File: src/phy_regs_pkg.sv
/*
 * Constants and carrier types for the PHY management register bank.
 * Assumes the on-chip MAC management logic presents index requests.
 */
package phy_regs_pkg;

   // Register indexes, hex as decoded by the bank
   localparam logic [4:0] IDX_CONTROL     = 5'h00;
   localparam logic [4:0] IDX_STATUS      = 5'h01;
   localparam logic [4:0] IDX_ID_HIGH     = 5'h02;
   localparam logic [4:0] IDX_ID_LOW      = 5'h03;
   localparam logic [4:0] IDX_ADVERTISE   = 5'h04;
   localparam logic [4:0] IDX_PARTNER     = 5'h05;
   localparam logic [4:0] IDX_EXPANSION   = 5'h06;
   localparam logic [4:0] IDX_MODE_CTRL   = 5'h11;
   localparam logic [4:0] IDX_SPECIAL_MOD = 5'h12;
   localparam logic [4:0] IDX_SPECIAL_IND = 5'h1B;
   localparam logic [4:0] IDX_IRQ_SOURCE  = 5'h1D;
   localparam logic [4:0] IDX_IRQ_MASK    = 5'h1E;
   localparam logic [4:0] IDX_SPECIAL_CTL = 5'h1F;

   // Control register field positions
   localparam int CTL_SOFT_RESET = 15;
   localparam int CTL_LOOPBACK   = 14;
   localparam int CTL_SPEED_100  = 13;
   localparam int CTL_AN_ENABLE  = 12;
   localparam int CTL_POWER_DOWN = 11;
   localparam int CTL_AN_RESTART = 9;
   localparam int CTL_DUPLEX     = 8;
   localparam int CTL_COL_TEST   = 7;
   // Writable control bits; reserved bits stay zero
   localparam logic [15:0] CTL_WRITE_MASK = 16'h7B80;

   // Status register field positions
   localparam int STS_AN_DONE      = 5;
   localparam int STS_REMOTE_FAULT = 4;
   localparam int STS_LINK_UP      = 2;
   localparam int STS_JABBER       = 1;
   // Fixed ability bits: 100TX FD/HD, 10T FD/HD, AN able, extended
   localparam logic [15:0] STS_FIXED = 16'h7809;

   // Identifier values, arbitrary neutral codes
   localparam logic [15:0] ID_HIGH_VALUE = 16'h1234;
   localparam logic [15:0] ID_LOW_VALUE  = 16'h5670;

   // Values after reset
   localparam logic [15:0] CTL_RESET_VALUE   = 16'h0000;
   localparam logic [15:0] STORE_RESET_VALUE = 16'h0000;
   localparam logic [15:0] ADV_RESET_VALUE   = 16'h0081;

   // Cycles after reset release before the strap level is trusted
   localparam logic [2:0] STRAP_WAIT_CYC = 3'h4;

   typedef enum logic [1:0] {
      ST_STRAP_WAIT = 2'b01,
      ST_RUN        = 2'b10
   } bank_state_t;

   typedef struct packed {
      logic [4:0]  index;
      logic [15:0] wdata;
      logic        wr;
      logic        rd;
   } mgmt_req_t;

   typedef struct packed {
      logic an_complete;
      logic remote_fault;
      logic link_up;
      logic jabber;
   } phy_cond_t;

endpackage : phy_regs_pkg

File: src/strap_sync.sv
/*
 * Three-flop synchroniser for a slow pin level with agreement filter.
 * Assumes the pin is asynchronous to clk_i and changes rarely.
 */
`timescale 1ns/1ps
module strap_sync (
   input  wire logic clk_i,
   input  wire logic rstn_i,
   input  wire logic pin_i,
   output logic      level_o
);
   logic meta_q, sync_q, late_q, level_q;
   logic meta_d, sync_d, late_d, level_d;

   always_comb begin
      meta_d  = pin_i;
      sync_d  = meta_q;
      late_d  = sync_q;
      // Only the second and third stages are compared
      level_d = (sync_q == late_q) ? late_q : level_q;
   end

   always_ff @(posedge clk_i) begin
      if (!rstn_i) begin
         meta_q  <= 1'b0;
         sync_q  <= 1'b0;
         late_q  <= 1'b0;
         level_q <= 1'b0;
      end else begin
         meta_q  <= meta_d;
         sync_q  <= sync_d;
         late_q  <= late_d;
         level_q <= level_d;
      end
   end

   assign level_o = level_q;

endmodule : strap_sync

File: src/phy_basic_control_status_regs.sv
/*
 * Indexed PHY management register bank: basic control and status,
 * identifiers, zero reads at indexes 5, 6 and 29, and storage at 4, 17, 18, 27, 30 and 31.
 * Assumes requests come from the MAC management logic on clk_i and
 * that condition inputs come from PHY logic on the same clock.
 */
`timescale 1ns/1ps

// How it works
// - Reached only through indexed MAC management requests.
// - Decode indexes 0-6, 17, 18, 27, 29-31.
// - Kept fields survive only control soft reset.
// - Control bit 15 starts soft reset, self-clears.
// - Bit 14 selects loopback, resets to 0.
// - Bit 13 forces 100 Mbps unless negotiating.
// - Bit 12 enables negotiation, overriding forced bits.
// - Speed and negotiation reset values from strap.
// - Bit 11 powers down; holds status 5 at 0.
// - Bit 9 restarts negotiation, then self-clears.
// - Bit 8 forces full duplex unless negotiating.
// - Status 15 reads 0, bits 14-11 read 1.
// - Status 5 shows negotiation complete, resets 0.
// - Status 4 remote fault, latched high.
// - Status 3 always reads 1.
// - Status 1 jabber, latched high, resets 0.
// - Status 0 always reads 1.
module phy_basic_control_status_regs
   import phy_regs_pkg::*;
(
   input  wire logic       clk_i,
   input  wire logic       rstn_i,
   input  wire mgmt_req_t  mgmt_i,
   input  wire phy_cond_t  cond_i,
   input  wire logic       speed_strap_i,
   output logic [15:0]     rd_data_o,
   output logic            rd_valid_o,
   output logic            soft_reset_o,
   output logic            loopback_o,
   output logic            an_enable_o,
   output logic            an_restart_o,
   output logic            power_down_o,
   output logic            forced_speed_100_o,
   output logic            forced_full_duplex_o,
   output logic            col_test_o
);

   bank_state_t state_q, state_d;
   logic [2:0]  wait_q, wait_d;
   logic [15:0] ctrl_q, ctrl_d;
   logic        restart_q, restart_d;
   logic        soft_q, soft_d;
   logic        rf_q, rf_d, jab_q, jab_d, link_q, link_d, done_q, done_d;
   logic [15:0] rdata_q, rdata_d;
   logic        rvalid_q, rvalid_d;
   logic        fspeed_q, fspeed_d, fdup_q, fdup_d;
   logic [15:0] store_q [6];
   logic [15:0] store_d [6];
   logic        strap_level;
   logic        run, wr_ctrl, rd_sts, soft_go;

   strap_sync u_strap_sync (
      .clk_i   (clk_i),
      .rstn_i  (rstn_i),
      .pin_i   (speed_strap_i),
      .level_o (strap_level)
   );

   // Storage slot for a plain read/write index, 6 when none
   function automatic logic [2:0] slot_of(input logic [4:0] idx);
      case (idx)
         IDX_ADVERTISE:   slot_of = 3'h0;
         IDX_MODE_CTRL:   slot_of = 3'h1;
         IDX_SPECIAL_MOD: slot_of = 3'h2;
         IDX_SPECIAL_IND: slot_of = 3'h3;
         IDX_IRQ_MASK:    slot_of = 3'h4;
         IDX_SPECIAL_CTL: slot_of = 3'h5;
         default:         slot_of = 3'h6;
      endcase
   endfunction : slot_of

   // Control value after any reset, speed and enable from the strap
   function automatic logic [15:0] ctrl_default(input logic strap);
      logic [15:0] v;
      v = CTL_RESET_VALUE;
      v[CTL_SPEED_100] = strap;
      v[CTL_AN_ENABLE] = strap;
      ctrl_default = v;
   endfunction : ctrl_default

   assign run     = (state_q == ST_RUN);
   assign wr_ctrl = run && mgmt_i.wr && (mgmt_i.index == IDX_CONTROL);
   assign rd_sts  = run && mgmt_i.rd && (mgmt_i.index == IDX_STATUS);
   assign soft_go = wr_ctrl && mgmt_i.wdata[CTL_SOFT_RESET];

   always_comb begin
      state_d   = state_q;
      wait_d    = wait_q;
      ctrl_d    = ctrl_q;
      restart_d = 1'b0;
      soft_d    = 1'b0;
      for (int i = 0; i < 6; i++) begin
         store_d[i] = store_q[i];
      end
      case (state_q)
         ST_STRAP_WAIT: begin
            if (wait_q == STRAP_WAIT_CYC) begin
               ctrl_d  = ctrl_default(strap_level);
               state_d = ST_RUN;
            end else begin
               wait_d = wait_q + 3'h1;
            end
         end
         ST_RUN: begin
            if (soft_go) begin
               soft_d = 1'b1;
               ctrl_d = ctrl_default(strap_level);
               for (int i = 0; i < 6; i++) begin
                  if (i != 2) begin
                     store_d[i] = (i == 0) ? ADV_RESET_VALUE
                                           : STORE_RESET_VALUE;
                  end
               end
            end else if (wr_ctrl) begin
               ctrl_d = mgmt_i.wdata & CTL_WRITE_MASK;
               restart_d = mgmt_i.wdata[CTL_AN_RESTART];
               ctrl_d[CTL_AN_RESTART] = 1'b0;
            end else if (mgmt_i.wr && slot_of(mgmt_i.index) != 3'h6) begin
               store_d[slot_of(mgmt_i.index)] = mgmt_i.wdata;
            end
         end
         default: begin
            state_d = ST_STRAP_WAIT;
         end
      endcase
   end

   always_ff @(posedge clk_i) begin
      if (!rstn_i) begin
         state_q   <= ST_STRAP_WAIT;
         wait_q    <= 3'h0;
         ctrl_q    <= CTL_RESET_VALUE;
         restart_q <= 1'b0;
         soft_q    <= 1'b0;
         for (int i = 0; i < 6; i++) begin
            store_q[i] <= (i == 0) ? ADV_RESET_VALUE : STORE_RESET_VALUE;
         end
      end else begin
         state_q   <= state_d;
         wait_q    <= wait_d;
         ctrl_q    <= ctrl_d;
         restart_q <= restart_d;
         soft_q    <= soft_d;
         for (int i = 0; i < 6; i++) begin
            store_q[i] <= store_d[i];
         end
      end
   end

   // Latched status; a new event beats the read that clears it
   always_comb begin
      rf_d   = cond_i.remote_fault | (rf_q & ~rd_sts);
      jab_d  = cond_i.jabber | (jab_q & ~rd_sts);
      link_d = cond_i.link_up & (link_q | rd_sts);
      done_d = cond_i.an_complete & ~ctrl_d[CTL_POWER_DOWN];
      if (soft_go) begin
         rf_d   = 1'b0;
         jab_d  = 1'b0;
         link_d = 1'b0;
         done_d = 1'b0;
      end
   end

   always_ff @(posedge clk_i) begin
      if (!rstn_i) begin
         rf_q   <= 1'b0;
         jab_q  <= 1'b0;
         link_q <= 1'b0;
         done_q <= 1'b0;
      end else begin
         rf_q   <= rf_d;
         jab_q  <= jab_d;
         link_q <= link_d;
         done_q <= done_d;
      end
   end

   // Read path; unmapped indexes answer zero
   always_comb begin
      rvalid_d = run && mgmt_i.rd;
      rdata_d  = 16'h0000;
      case (mgmt_i.index)
         IDX_CONTROL: rdata_d = ctrl_q;
         IDX_STATUS: begin
            rdata_d = STS_FIXED;
            rdata_d[STS_AN_DONE] = done_q;
            rdata_d[STS_REMOTE_FAULT] = rf_q;
            rdata_d[STS_LINK_UP]      = link_q;
            rdata_d[STS_JABBER]       = jab_q;
         end
         IDX_ID_HIGH: rdata_d = ID_HIGH_VALUE;
         IDX_ID_LOW:  rdata_d = ID_LOW_VALUE;
         IDX_PARTNER, IDX_EXPANSION, IDX_IRQ_SOURCE: rdata_d = 16'h0000;
         default: begin
            if (slot_of(mgmt_i.index) != 3'h6) begin
               rdata_d = store_q[slot_of(mgmt_i.index)];
            end
         end
      endcase
      if (!rvalid_d) begin
         rdata_d = rdata_q;
      end
      fspeed_d = ctrl_d[CTL_SPEED_100] & ~ctrl_d[CTL_AN_ENABLE];
      fdup_d   = ctrl_d[CTL_DUPLEX] & ~ctrl_d[CTL_AN_ENABLE];
   end

   always_ff @(posedge clk_i) begin
      if (!rstn_i) begin
         rdata_q  <= 16'h0000;
         rvalid_q <= 1'b0;
         fspeed_q <= 1'b0;
         fdup_q   <= 1'b0;
      end else begin
         rdata_q  <= rdata_d;
         rvalid_q <= rvalid_d;
         fspeed_q <= fspeed_d;
         fdup_q   <= fdup_d;
      end
   end

   assign rd_data_o            = rdata_q;
   assign rd_valid_o           = rvalid_q;
   assign soft_reset_o         = soft_q;
   assign loopback_o           = ctrl_q[CTL_LOOPBACK];
   assign an_enable_o          = ctrl_q[CTL_AN_ENABLE];
   assign an_restart_o         = restart_q;
   assign power_down_o         = ctrl_q[CTL_POWER_DOWN];
   assign forced_speed_100_o   = fspeed_q;
   assign forced_full_duplex_o = fdup_q;
   assign col_test_o           = ctrl_q[CTL_COL_TEST];

   a_soft_reset_go: assert property (
      @(posedge clk_i) disable iff (!rstn_i)
      soft_go |=> soft_reset_o && !loopback_o && !col_test_o
                  && !power_down_o && ctrl_q[CTL_SOFT_RESET] == 1'b0)
      else $error("soft reset did not restore control");
   a_strap_default: assert property (
      @(posedge clk_i) disable iff (!rstn_i)
      (state_q == ST_STRAP_WAIT && wait_q == STRAP_WAIT_CYC)
      |=> an_enable_o == $past(strap_level)
          && ctrl_q[CTL_SPEED_100] == $past(strap_level))
      else $error("strap level not loaded");
   a_forced_ignored: assert property (
      @(posedge clk_i) disable iff (!rstn_i)
      an_enable_o |-> !forced_speed_100_o && !forced_full_duplex_o)
      else $error("forced mode active while negotiating");
   a_restart_pulse: assert property (
      @(posedge clk_i) disable iff (!rstn_i)
      (wr_ctrl && !soft_go && mgmt_i.wdata[CTL_AN_RESTART])
      |=> an_restart_o
          ##1 (!an_restart_o
               || $past(wr_ctrl && !soft_go
                        && mgmt_i.wdata[CTL_AN_RESTART])))
      else $error("restart not a single pulse");
   a_status_fixed: assert property (
      @(posedge clk_i) disable iff (!rstn_i)
      rd_sts |=> rd_valid_o && rd_data_o[15:11] == 5'h0F
                 && rd_data_o[3] && rd_data_o[0] && rd_data_o[10:6] == 5'h00)
      else $error("status fixed bits wrong");
   a_fault_latched: assert property (
      @(posedge clk_i) disable iff (!rstn_i)
      (cond_i.remote_fault && !soft_go) ##1 rd_sts |=> rd_data_o[4])
      else $error("remote fault not latched");
   a_jabber_latched: assert property (
      @(posedge clk_i) disable iff (!rstn_i)
      (cond_i.jabber && !soft_go) ##1 rd_sts |=> rd_data_o[1])
      else $error("jabber not latched");
   a_link_latched: assert property (
      @(posedge clk_i) disable iff (!rstn_i)
      !cond_i.link_up ##1 rd_sts |=> !rd_data_o[2])
      else $error("link drop not latched low");
   a_ctrl_reserved: assert property (
      @(posedge clk_i) disable iff (!rstn_i)
      (run && mgmt_i.rd && mgmt_i.index == IDX_CONTROL)
      |=> rd_data_o[6:0] == 7'h00 && !rd_data_o[10] && !rd_data_o[15])
      else $error("reserved control bits not zero");
   a_unmapped_zero: assert property (
      @(posedge clk_i) disable iff (!rstn_i)
      (run && mgmt_i.rd && mgmt_i.index == 5'h07) |=> rd_data_o == 16'h0000)
      else $error("unmapped index did not read zero");

endmodule : phy_basic_control_status_regs

File: config.mk
export PLATFORM = sky130hd
export DESIGN_NAME = phy_basic_control_status_regs
export DESIGN_NICKNAME = d
export VERILOG_FILES = /design/src/phy_regs_pkg.sv /design/src/strap_sync.sv /design/src/phy_basic_control_status_regs.sv
export SDC_FILE = /design/constraint.sdc
export NUM_CORES = 1
export LEC_CHECK = 0
export ABC_CLOCK_PERIOD_IN_PS = 4350
export BUFFER_PORTS_ARGS = -buffer_cell sky130_fd_sc_hd__buf_2
export CAP_MARGIN = 20
export CORE_UTILIZATION = 63
export CTS_CLUSTER_SIZE = 12
export DETAILED_ROUTE_END_ITERATION = 10
export MAX_ROUTING_LAYER = met4
export PLACE_DENSITY = 0.86
export SYNTH_ARGS = -nofsm -noshare
export SYNTH_HDL_FRONTEND = slang
export SYNTH_SLANG_ARGS = --single-unit
File: constraint.sdc
create_clock -name clk_i -period 4.35 [get_ports clk_i]
set_input_delay 1.305 -clock clk_i [delete_from_list [all_inputs] [get_ports clk_i]]
set_output_delay 1.305 -clock clk_i [all_outputs]
set_load 0.02 [all_outputs]
# After elaboration in Yosys (flattened, before gate mapping)
# Memory sizes are Yosys's and may differ from the RTL's.
# Index checks and enable logic that the tools add are counted.
# word_totals
reg_bits	50
mem_bits_rw	96
elab_cells	119
n_memories	1
# classes
n_addsub	1
magnitude_cmp	2
eq_ne	20
n_mux	37
bitwise	23
n_reduce_logical	17
# memory_table
memory	words	width	read_ports	rd_clocked_by_memory_dff	wr	line	rtl
store_q	6	16	7	0	6	phy_basic_control_status_regs.sv:56	logic [15:0] store_q [6];
# ops
cell	count
$mux 96	3
$mux 16	12
$bwmux 96	1
$pmux 16 s5	1
$demux 16 s3	1
$mux 48	1
$mux 32	1
$pmux 16 s2	1
$eq 5x5->1 const B	6
$mux 3	10
$pmux 3 s6	1
$eq 5x3->1 const B	3
$eq 5x2->1 const B	2
$or 1x1->1	9
$logic_and 1x1->1	7
$not 1->1	7
$reduce_or 7->1	1
$and 1x1->1	6
$ne 3x3->1 const B	2
$reduce_and 2->1	3
$eq 5x1->1 const B	1
$logic_not 5->1	1
$ge 4x4->1 const B	1
$lt 4x1->1 const B	1
16 further kinds	18

# Longest topological paths before layout
# depth
depth_word	23
depth_mapped	8
depth_no_buf	7

# Modules after synthesis
# Synthesis repeated with hierarchy kept, for this count alone.
# unflattened
hier_cells	640
hier_area_um2	5931.9
# modules_own_cells
module	instances	cells_each	area_each_um2	seq_area_each_um2
phy_basic_control_status_regs	1	630	5815.6	2642.5
strap_sync	1	10	116.4	80.1

# Worst setup path before layout
# No wires, ideal clock.
# synth_timing
path_kind	input to register
startpoint	input mgmt_i[21] (netlist name)
endpoint	memory store_q[4][10]
setup_time_ps	117
t_arrival_ps	3176
required_time_ps	4233
path_slack_ps	1056
path_stages	7
n_path_buf	2
path_cell_list	buf_6 -> or4_4 -> a21o_1 -> a311o_1 -> o31a_1 -> buf_6 -> a32o_1
# synth_rtl
element	line	rtl
from (decl)	phy_basic_control_status_regs.sv:32	input wire mgmt_req_t mgmt_i,
to (decl)	phy_basic_control_status_regs.sv:56	

==> impl_results.md <==
- Cts hold-fix bufs: 0
- Slew @ Worst Pin: 0.872 ns
- Gpl congestion: 0.903
- DRC errors left: 0
- Post-Syn Instances: 614
- 1st-pass router iterations: 8
- Final Hold Vio Count: 0
- Synth Cell Area: 0.00594 mm2
- Die height: 99.1 um
- Clock buffer depth: 2
- Slowest CP cell: o31a_1
- Total GRT Usage: 0.367
- Final Skew: 0.00619 ns
- Final HPWL DP: 10,500 um
- Crit end category: flip-flop
- Reg clk slew, reported paths: 0.06 ns
- Initial antenna violation count: 0
- Leakage power: 0.00254 uW
- Switching power: 717 uW
- Starting Density: 0.646
- Met1 usage: 0.441
- CTS Buf Count: 17
- Vias/cell: 7.19
- Setup TNS: 0 ns
- Post-cts sizing count: 0
- Critical path's top delay family: compound AO/OA/AOI/OAI gates
- Reg2Reg Setup Slack: 1.74 ns
- Boundary Pins: 55
- Core area: 0.00920 mm2
- Largest net degree at the start of global routing: 65
- Die Span X: 99.1 um
- Rows: 35
- Number of synthesized flops with an enable pin: 0
- Worst-Skew Late Latency: 0.52 ns
- RSZ-0062 raised after global routing: no
- Power, Total: 3000 uW
- Count of input and output buffers: 54
- Syn. warnings: 0
- Reg power frac: 0.426
- Cell Int Power: 2280 uW
- M2 GR Usage: 0.587
- H-tree depth: 4
- Slew HR: 0.419
- FF+latch count, synth: 136
- F_max: 314 MHz
- Layout area overhead: 15.3%
- Syn nets: 648
- Vias in the first global route: 5,148
- CP bufs+invs: 1
- Max-cap violations: 0
- Status: finished clean
- Post CTS Setup Buffer Count: 0
- Comb pwr share: 0.070
- Clock Power Share: 0.504
- DR WL/cell: 22.4 um
- Async SR Flop Fraction: 0
- First-pass GRT wire length: 27,000 um
- Num Clock Sinks: 136
- Shortest period the worst path allows: 3.18 ns
- GRT busiest layer: met2
- ANT nets after route: 0
- Final WL: 17,200 um
- Sw Ratio: 0.239
- Vias: 5,505
- Met3 global-route usage: 0.0780
- DIE AREA: 0.00982 mm2
- PwrDens: 438 mW/mm2
- Max-slew violations: 0
- TritonCTS clock tree: yes
- ANT cells: 0
- Netlist cell types: 59
- CTS Root Cell: clkbuf_8
- CP max FO: 17
- Register area share after synthesis: 0.458
- Crit Path Class: in -> reg
- Nets: 676
- Main synth FF type: dfxtp_1
- Number of DRC markers in iteration 0: 671
- HP Class: reg -> reg
- CP Cell Sequence: buf_2 -> or4_4 -> a21o_1 -> a311o_1 -> o31a_1 -> a32o_1
- Mean Syn Cell Area: 9.68 um2
- Share of post-route cells with drive strength above 1: 0.177
- Startpoint types: input pin
- Final setup vio count: 0
- Gr ovfl total: 0
- CP Data Arrival Time: 3.59 ns
- Worst Path Required: 4.76 ns
- Tcrit/Tclk final: 0.731
- Max IR drop VDD: 363 uV
- Crit path largest cell delay: 0.60 ns
area by class of cell:
cell class                      count  area [um2]
Tap cell                          111         139
Multi-Input combinational cell    413        2980
Fill cell                         650        2350
Timing Repair Buffer               65         353
Inverter                            9        33.8
Sequential cell                   136        2720
Clock buffer                       18         428
Clock inverter                     14         195
cells in the mapped netlist (7+ instances only):
cell type | count | share of area
dfxtp_1 | 136 | 0.46
a32o_1 | 49 | 0.083
clkbuf_1 | 43 | 0.027
nand2_1 | 41 | 0.026
o21ai_0 | 39 | 0.033
a21oi_1 | 24 | 0.020
mux2i_1 | 24 | 0.040
a31oi_1 | 19 | 0.020
nor2b_1 | 19 | 0.020
and3_1 | 18 | 0.019
o2bb2ai_1 | 18 | 0.027
a21boi_0 | 14 | 0.018
a22o_1 | 13 | 0.019
nor2_1 | 13 | 0.0082
nor3_1 | 12 | 0.010
a221o_1 | 10 | 0.017
and4_1 | 10 | 0.015
inv_1 | 9 | 0.0057
a221oi_1 | 7 | 0.010
and2_1 | 7 | 0.0074
nand3_1 | 7 | 0.0059
metal layers:
metal | wire length, um | vias up
li1 | - | 2444
met1 | 6750 | 2637
met2 | 8150 | 351
met3 | 1520 | 73
met4 | 742 | 0
met5 | 0 | -
stage by stage:
| stage | utilization | std cells | cell area (um2) | worst slack (ns) | hold WS, ns |
|---|---|---|---|---|---|
| final | 0.745 | 766 | 6850 | 1.17 | 0.434 |
| after global routing | 0.745 | 766 | 6850 | 1.14 | 0.454 |
| after CTS | 0.745 | 766 | 6850 | 1.26 | 0.439 |
| after detailed placement | 0.677 | 734 | 6230 | 0.730 | 0.423 |
| after global placement | 0.677 | 734 | 6230 | 0.756 | 0.418 |
| after floorplan | - | 614 | 5940 | 1.06 | 0.412 |
cell usage in the layout (no fill, tap or decap), types with 6 or more instances in the layout:
cell type	netlist	routed
dfxtp_1	136	136
inv_1	9	9
clkbuf_16	0	16
buf_2	5	54
nor2b_1	19	19
nor2_1	13	13
buf_4	0	11
a22o_1	13	13
a32o_1	49	49
a31oi_1	19	19
nand3_1	7	7
o211ai_1	6	6
a221o_1	10	10
nor3_1	12	9
mux2i_1	24	24
and2_1	7	7
a21boi_0	14	14
o21ai_0	39	39
o2bb2ai_1	18	18
nand2_1	41	41
and4_1	10	10
a21oi_1	24	24
and3_1	18	17
a221oi_1	7	7
state kept, by name (all words and copies together), names as in the netlist:
signal,count
store_q,96
rd_data_o,16
ctrl_q,6
wait_q,3
state_q,2
an_restart_o,1
done_q,1
forced_full_duplex_o,1
forced_speed_100_o,1
jab_q,1
link_q,1
rd_valid_o,1
rf_q,1
soft_reset_o,1
u_strap_sync.late_d,1
u_strap_sync.late_q,1
u_strap_sync.level_o,1
u_strap_sync.meta_q,1
power by group through the flow:
stage / Clock (uW) / Sequential (uW) / Combinational [uW]
3_5_place_dp: 0 / 1300 / 203
4_1_cts: 1510 / 1280 / 205
6_report: 1510 / 1280 / 209
5_1_grt: 1560 / 1280 / 226
2_1_floorplan: 0 / 1300 / 134
3_3_place_gp: 0 / 1300 / 192
cells by family (layout without fill, tap and decap cells):
family | Yosys count | after routing | share of synthesized area
adders and majority gates | 4 | 4 | 0.00842
muxes | 26 | 26 | 0.0442
AOI/OAI and AO/OA | 228 | 228 | 0.293
DFF | 136 | 136 | 0.458
buffers and inverters | 65 | 106 | 0.0459
xor gates and xnor gates | 3 | 3 | 0.00442
and+or+nand+nor | 152 | 152 | 0.146
final timing paths:
| check | startpoint | endpoint | cells past startpoint |
|---|---|---|---|
| max | mgmt_i[21] | store_q[5][13]$_SDFFE_PN0P_ | 6 |
| min reg2reg | u_strap_sync.meta_q$_SDFF_PN0_ | u_strap_sync.late_d$_SDFF_PN0_ | 1 |
| max reg2reg | state_q[0]$_SDFFE_PN1P_ | store_q[5][13]$_SDFFE_PN0P_ | 7 |
| min | u_strap_sync.meta_q$_SDFF_PN0_ | u_strap_sync.late_d$_SDFF_PN0_ | 1 |
No activity file was read; power rests on OpenSTA's default activity.
